File: src/hdl/pie_pkg.sv
// Package: register map, field positions and reset values of the peripheral interrupt enable block
package pie_pkg;
  localparam int          DATA_W          = 8;
  localparam int          ADDR_W          = 9;
  localparam int          NUM_SRC         = 5;
  // Register offsets
  localparam logic [8:0]  OFS_ENABLE      = 9'h08C;  // periph_irq_enable_reg
  localparam logic [8:0]  OFS_FLAGS       = 9'h00C;  // Peripheral flag register
  localparam logic [8:0]  OFS_CONTROL     = 9'h00B;  // irq_control_reg
  localparam logic [8:0]  OFS_STATUS      = 9'h1F0;  // Sticky event status, clear on read
  localparam logic [8:0]  OFS_MASK        = 9'h1F1;  // Status mask
  // Field positions of the enable and flag registers
  localparam int          BIT_ADC         = 6;
  localparam int          BIT_SERIAL      = 3;
  localparam int          BIT_CAPCMP1     = 2;
  localparam int          BIT_TIMER_B     = 1;
  localparam int          BIT_TIMER_A     = 0;
  localparam logic [7:0]  IMPL_MASK       = 8'h4F;
  // Control register fields
  localparam int          BIT_GLOBAL_EN   = 7;
  localparam int          BIT_GROUP_EN    = 6;
  localparam logic [7:0]  CTRL_MASK       = 8'hC0;
  // Reset values
  localparam logic [7:0]  RST_ENABLE      = 8'h00;
  localparam logic [7:0]  RST_FLAGS       = 8'h00;
  localparam logic [7:0]  RST_CONTROL     = 8'h00;
  localparam logic [7:0]  RST_STATUS      = 8'h00;
  localparam logic [7:0]  RST_MASK        = 8'h00;
endpackage : pie_pkg

File: src/hdl/pie_periph_irq.sv
// Module: peripheral interrupt enable register with flag gating toward the core
`timescale 1ns/1ps
//------------------------------------------------------------------------------
// Summary of operation
// RULE_01: Bit 6 enables the converter interrupt when 1 and blocks it when 0.
// RULE_02: Bit 3 enables the serial port interrupt when 1 and blocks it when 0.
// RULE_03: Bit 2 enables the first capture/compare unit interrupt when 1 and blocks it when 0.
// RULE_04: Bits 7, 5 and 4 are absent, read as zero and ignore writes.
// RULE_05: All present enable bits are read/write and clear to zero on reset.
// RULE_06: No peripheral interrupt reaches the core unless the group enable is also set.
// RULE_07: A peripheral flag sets on its event whatever the enables hold.
// RULE_08: Software should clear a flag before setting its enable.
// RULE_09: Bit 1 enables the timer-B match and bit 0 the timer-A overflow interrupt.
//------------------------------------------------------------------------------
module pie_periph_irq (
  // Clock and reset
  input  wire logic                       clk,
  input  wire logic                       nrst,
  // Register port
  input  wire logic [pie_pkg::ADDR_W-1:0] regAddr,
  input  wire logic [pie_pkg::DATA_W-1:0] regWdata,
  input  wire logic                       regWr,
  input  wire logic                       regRd,
  output logic      [pie_pkg::DATA_W-1:0] regRdata,
  // Peripheral events, one-cycle pulses
  input  wire logic                       adcDone,
  input  wire logic                       serialDone,
  input  wire logic                       capcmp1Event,
  input  wire logic                       timerBMatch,
  input  wire logic                       timerAOverflow,
  // Toward the core
  output logic                            periphIrq,
  output logic                            coreIrq,
  // Block interrupt
  output logic                            irq
);
  import pie_pkg::*;

  //----------------------------------------------------------------------------
  // State
  //----------------------------------------------------------------------------
  typedef struct packed {
    logic [7:0] enable;
    logic [7:0] control;
    logic [7:0] status;
    logic [7:0] mask;
    logic [7:0] rdata;
    logic       periphIrq;
    logic       coreIrq;
    logic       irq;
  } pie_state_s;

  pie_state_s st_ff;
  pie_state_s nxt_st;

  logic [7:0] flags;
  logic [7:0] events;
  logic       wrFlags;

  assign events  = {1'b0, adcDone, 2'b00, serialDone, capcmp1Event, timerBMatch, timerAOverflow};
  assign wrFlags = regWr && (regAddr == OFS_FLAGS);

  //----------------------------------------------------------------------------
  // Flags
  //----------------------------------------------------------------------------
  genvar gi;
  generate
    for (gi = 0; gi < DATA_W; gi++) begin : g_flag
      if (IMPL_MASK[gi]) begin : g_impl
        pie_flag_bit u_flag (
          .clk     (clk),
          .nrst    (nrst),
          .event_i (events[gi]),
          .wrEn    (wrFlags),
          .wrVal   (regWdata[gi]),
          .flag    (flags[gi])
        );
      end else begin : g_none
        assign flags[gi] = 1'b0;  // [RULE_04]
      end
    end
  endgenerate

  //----------------------------------------------------------------------------
  // Next state
  //----------------------------------------------------------------------------
  logic [7:0] pending;
  logic [7:0] stNext;

  always_comb begin
    nxt_st  = st_ff;
    pending = flags & st_ff.enable;  // [RULE_01] [RULE_02] [RULE_03] [RULE_09]
    stNext  = st_ff.status;
    nxt_st.rdata = 8'h00;
    if (regRd) begin
      case (regAddr)
        OFS_ENABLE:  nxt_st.rdata = st_ff.enable & IMPL_MASK;  // [RULE_04]
        OFS_FLAGS:   nxt_st.rdata = flags;
        OFS_CONTROL: nxt_st.rdata = st_ff.control;
        OFS_STATUS: begin
          nxt_st.rdata = st_ff.status;
          stNext       = 8'h00;
        end
        OFS_MASK:    nxt_st.rdata = st_ff.mask;
        default:     nxt_st.rdata = 8'h00;
      endcase
    end
    if (regWr) begin
      case (regAddr)
        OFS_ENABLE:  nxt_st.enable  = regWdata & IMPL_MASK;  // [RULE_04] [RULE_05]
        OFS_CONTROL: nxt_st.control = regWdata & CTRL_MASK;
        OFS_MASK:    nxt_st.mask    = regWdata & IMPL_MASK;
        default:     nxt_st.mask    = st_ff.mask;
      endcase
    end
    // New events set status even during a clearing read
    nxt_st.status = (stNext | events) & IMPL_MASK;
    // Group enable gates periphIrq and coreIrq; the status irq is not gated by it
    nxt_st.periphIrq = (|pending) && st_ff.control[BIT_GROUP_EN];  // [RULE_06]
    nxt_st.coreIrq   = (|pending) && st_ff.control[BIT_GROUP_EN] && st_ff.control[BIT_GLOBAL_EN];  // [RULE_06]
    nxt_st.irq       = |(nxt_st.status & st_ff.mask);
  end

  always_ff @(posedge clk) begin
    if (!nrst) begin
      st_ff.enable    <= RST_ENABLE;  // [RULE_05]
      st_ff.control   <= RST_CONTROL;
      st_ff.status    <= RST_STATUS;
      st_ff.mask      <= RST_MASK;
      st_ff.rdata     <= 8'h00;
      st_ff.periphIrq <= 1'b0;
      st_ff.coreIrq   <= 1'b0;
      st_ff.irq       <= 1'b0;
    end else begin
      st_ff <= nxt_st;
    end
  end

  assign regRdata  = st_ff.rdata;
  assign periphIrq = st_ff.periphIrq;
  assign coreIrq   = st_ff.coreIrq;
  assign irq       = st_ff.irq;
endmodule : pie_periph_irq

File: src/hdl/pie_flag_bit.sv
// Module: one peripheral interrupt flag, set by its event, cleared by software
`timescale 1ns/1ps
module pie_flag_bit (
  // Clock and reset
  input  wire logic clk,
  input  wire logic nrst,
  // Event and software access
  input  wire logic event_i,
  input  wire logic wrEn,
  input  wire logic wrVal,
  // Flag
  output logic      flag
);
  import pie_pkg::*;

  typedef struct packed {
    logic flag;
  } pie_flag_s;

  pie_flag_s st_ff;
  pie_flag_s nxt_st;

  // Event wins over a software clear in the same cycle
  always_comb begin
    nxt_st = st_ff;
    if (wrEn) begin
      nxt_st.flag = wrVal;
    end
    if (event_i) begin
      nxt_st.flag = 1'b1;  // [RULE_07]
    end
  end

  always_ff @(posedge clk) begin
    if (!nrst) begin
      st_ff <= '0;
    end else begin
      st_ff <= nxt_st;
    end
  end

  assign flag = st_ff.flag;
endmodule : pie_flag_bit

File: config.mk
export PLATFORM = sky130hd
export DESIGN_NAME = pie_periph_irq
export DESIGN_NICKNAME = d
export VERILOG_FILES = /design/src/hdl/pie_pkg.sv /design/src/hdl/pie_periph_irq.sv /design/src/hdl/pie_flag_bit.sv
export SDC_FILE = /design/constraint.sdc
export NUM_CORES = 1
export LEC_CHECK = 0
export BUFFER_PORTS_ARGS = -buffer_cell sky130_fd_sc_hd__buf_2
export CAP_MARGIN = 20
export CORE_MARGIN = 5
export CORE_UTILIZATION = 39
export DETAILED_ROUTE_END_ITERATION = 10
export PLACE_DENSITY = 0.68
export SLEW_MARGIN = 20
export SYNTH_ARGS = -nofsm -noshare
export SYNTH_HDL_FRONTEND = slang
export SYNTH_HIERARCHICAL = 1
export SYNTH_SLANG_ARGS = --single-unit
export TNS_END_PERCENT = 30
File: constraint.sdc
create_clock -name clk -period 3.4 [get_ports clk]
set_input_delay 0.34 -clock clk [delete_from_list [all_inputs] [get_ports clk]]
set_output_delay 0.34 -clock clk [all_outputs]
set_load 0.005 [all_outputs]
==> metrics.txt <==
status finished, final reports clean; combinational power share under 10%; Die W 71.4 um; Seq pwr share 52.6%; drt total wl 3640 um; # nets final approximately 210; Inserted Diodes 0; # Post-CTS Setup Buffers 0; core region area between 3000 and 4000 um2; Syn. warnings 6; final period utilization ~57%; Fmax about 500 MHz; WP data required 3.58 ns; DR iter-0 viols 103; GRT overflow 0; Resized Gates After CTS 0; Die ar. roughly 5100 um2; Psw roughly 0.17 mW; switch share 23.3%; critical path endpoint g_flag[1].g_impl.u_flag/flag$_SDFFE_PN0P_; Worst setup EP type flip-flop; min Tclk post-route between 1.5 and 2 ns; Clock Skew 0.00448 ns; gpl congestion between 0.7 and 0.8; RSZ-0062 raised after global routing no; Area Growth Syn to Fin 14.0%; CP Launch Type primary input; Placed Area about 1600 um2; initial antenna violation count 0; num ports 37; std cell rows 22; Area contributors post-synth dfxtp_1, a21oi_1, a22oi_1; Clk pwr share about 40%; Worst EP arrival around 2.1 ns; largest net degree at the start of global routing 17; clk_lat worst skew around 0.28 ns; reg2reg setup slack approximately 2.3 ns; clock sinks 31; clock slew at reported path FFs 0.06 ns; Setup CP Type primary input to flip-flop; crit path max fanout 7; worst r2r path cells 4; TritonRoute pass-1 iters 4; vias per std cell between 5 and 6; Crit. Startpoint regAddr[4]; Mean Syn Cell Area between 9 and 10 um2; CTS tree yes; Final ANT Viol Nets 0; via count ~1300; initial core utilization 40.2%; DP Wirelength ~2700 um; Relative slew margins 63.7%; final instance area around 1700 um2; register area share after synthesis a little over two fifths; worst r2r src st_ff[19]$_SDFF_PN0_; vias in the first global route around 1200; WL/cell ~16 um; Chip Height between 70 and 80 um; CTS H-tree depth 2; area leader, netlist dfxtp_1; first-pass GRT wire length 5760 um; Synth top area share a little over two fifths; flops & latches, synth 31; setup violators final 0; Worst VDD drop approximately 0.00024 V; PwrDens 430 nW/um2; Clock Root Buffer clkbuf_8; Tot Pwr 0.722 mW; number of buffers created by CTS 5; RR Endpoint irq$_SDFF_PN0_; internal power about 0.55 mW; Synth Instances roughly 160; Worst Hold Class primary input to flip-flop; setup TNS 0 ns; mapped cell area 1470 um2; Max Slew Vio Count 0; drt drc 0; Least-Margin Pin Slew roughly 0.54 ns; IO Port Bufs 32; Unique masters post-synth 31; Post-CTS Hold Buffers 0; layout cells sized above 1 23.1%; clock buffer depth 2; Final Hold Vio Count 0; total track usage 14.5%; Leak approximately 0.66 nW; max_cap viols 0
==> cell families (layout without fill, tap and decap cells) <==
| family | Yosys count | in the layout | synth area share [%] |
|---|---|---|---|
| AO/OA/AOI/OAI | 46 | 46 | 21.0 |
| buffers and inverters | 16 | 40 | 7.40 |
| flip-flops | 31 | 31 | 42.2 |
| multiplexers | 7 | 7 | 5.19 |
| other | 1 | 2 | 0.255 |
| AND/OR/NAND/NOR | 60 | 60 | 24.0 |
==> per-layer routing <==
| metal | wire length, um | share of wire [%] | global-route usage (%) | up-vias |
|---|---|---|---|---|
| li1 | - | - | - | 635 |
| met1 | 1580 | 43 | 19.3 | 620 |
| met2 | 1700 | 47 | 21.9 | 53 |
| met3 | 307 | 8.4 | 3.93 | 5 |
| met4 | 46 | 1.3 | 6.47 | 0 |
| met5 | 0 | 0 | 0 | - |
==> cells in the mapped netlist, drive strengths merged <==
master,count
a211oi,1
and4,1
o21ai,2
o21a,5
a31oi,7
dfxtp,31
a22oi,11
nor4,1
clkbuf,2
nand4,4
nand2,13
mux2,5
and2,6
conb,1
nor2,8
nor3b,1
a222oi,1
nand3,10
mux2i,2
buf,13
a21oi,18
and3,6
o41ai,1
nor4b,6
nor2b,2
and3b,2
inv,1
==> layout make-up <==
type / instances / area [um2]
Tap cell: 48 / 60.1
Clock buffer: 6 / 82.6
Inverter: 1 / 3.75
Sequential cell: 31 / 621
Clock inverter: 1 / 5.00
Multi-Input combinational cell: 115 / 746
Fill cell: 367 / 1980
Timing Repair Buffer: 32 / 160
==> power by group through the flow <==
| stage | Clock, mW | Combinational, mW | Sequential, mW |
|---|---|---|---|
| after global routing | 0.305 | 0.0602 | 0.380 |
| after global placement | 0 | 0.0538 | 0.387 |
| after floorplan | 0 | 0.0279 | 0.384 |
| after detailed placement | 0 | 0.0541 | 0.387 |
| final | 0.287 | 0.0548 | 0.380 |
| after CTS | 0.293 | 0.0542 | 0.379 |
==> state kept, by name (all words and copies together), names as in the netlist <==
register	flops
g_flag.g_impl.u_flag/flag	5
st_ff	17
regRdata	6
irq	1
periphIrq	1
coreIrq	1
==> per-stage QoR <==
step	instances	utilization [%]	worst slack, ns	hold slack [ns]
finish	234	45.8	1.45	0.296
global placement	227	43.4	1.12	0.464
detailed placement	227	43.4	1.16	0.467
global route	234	45.8	1.33	0.300
CTS	234	45.8	1.46	0.291
floorplan	162	-	1.53	0.433
==> cell usage in the layout, fill, tap and decap left out, types with 2 or more instances in the layout <==
cell type  Yosys  routed
nor2_1         8       8
nand3_1       10      10
buf_2          3      32
mux2i_1        2       2
and2_1         6       6
and3_1         5       5
clkbuf_8       0       6
and3b_1        2       2
o21ai_0        2       2
nand4_1        4       4
a21oi_1       18      18
nor4b_1        5       5
a22oi_1       11      11
dfxtp_1       31      31
mux2_1         5       5
a31oi_1        7       7
conb_1         1       2
nor2b_1        2       2
nand2_1       13      13
o21a_1         5       5
==> critical path: stages <==
cell	delay (ns)
buf_2	0.11
nor4_1	0.42
and3_1	0.41
and2_1	0.33
mux2_1	0.35
o21a_1	0.16
==> worst min path at each step <==
stage | start | endpoint | slack [ns] | depth (start not counted)
final | regWdata[7] | st_ff[34]$_SDFFE_PN0P_ | 0.30 | 3
after global placement | st_ff[35]$_SDFFE_PN0P_ | st_ff[35]$_SDFFE_PN0P_ | 0.46 | 2
after detailed placement | st_ff[33]$_SDFFE_PN0P_ | periphIrq$_SDFF_PN0_ | 0.47 | 2
after global routing | adcDone | g_flag[6].g_impl.u_flag/flag$_SDFFE_PN0P_ | 0.30 | 2
after CTS | timerBMatch | g_flag[1].g_impl.u_flag/flag$_SDFFE_PN0P_ | 0.29 | 2
after floorplan | st_ff[33]$_SDFFE_PN0P_ | periphIrq$_SDFF_PN0_ | 0.43 | 2
Power figures use the tool's default switching activity.
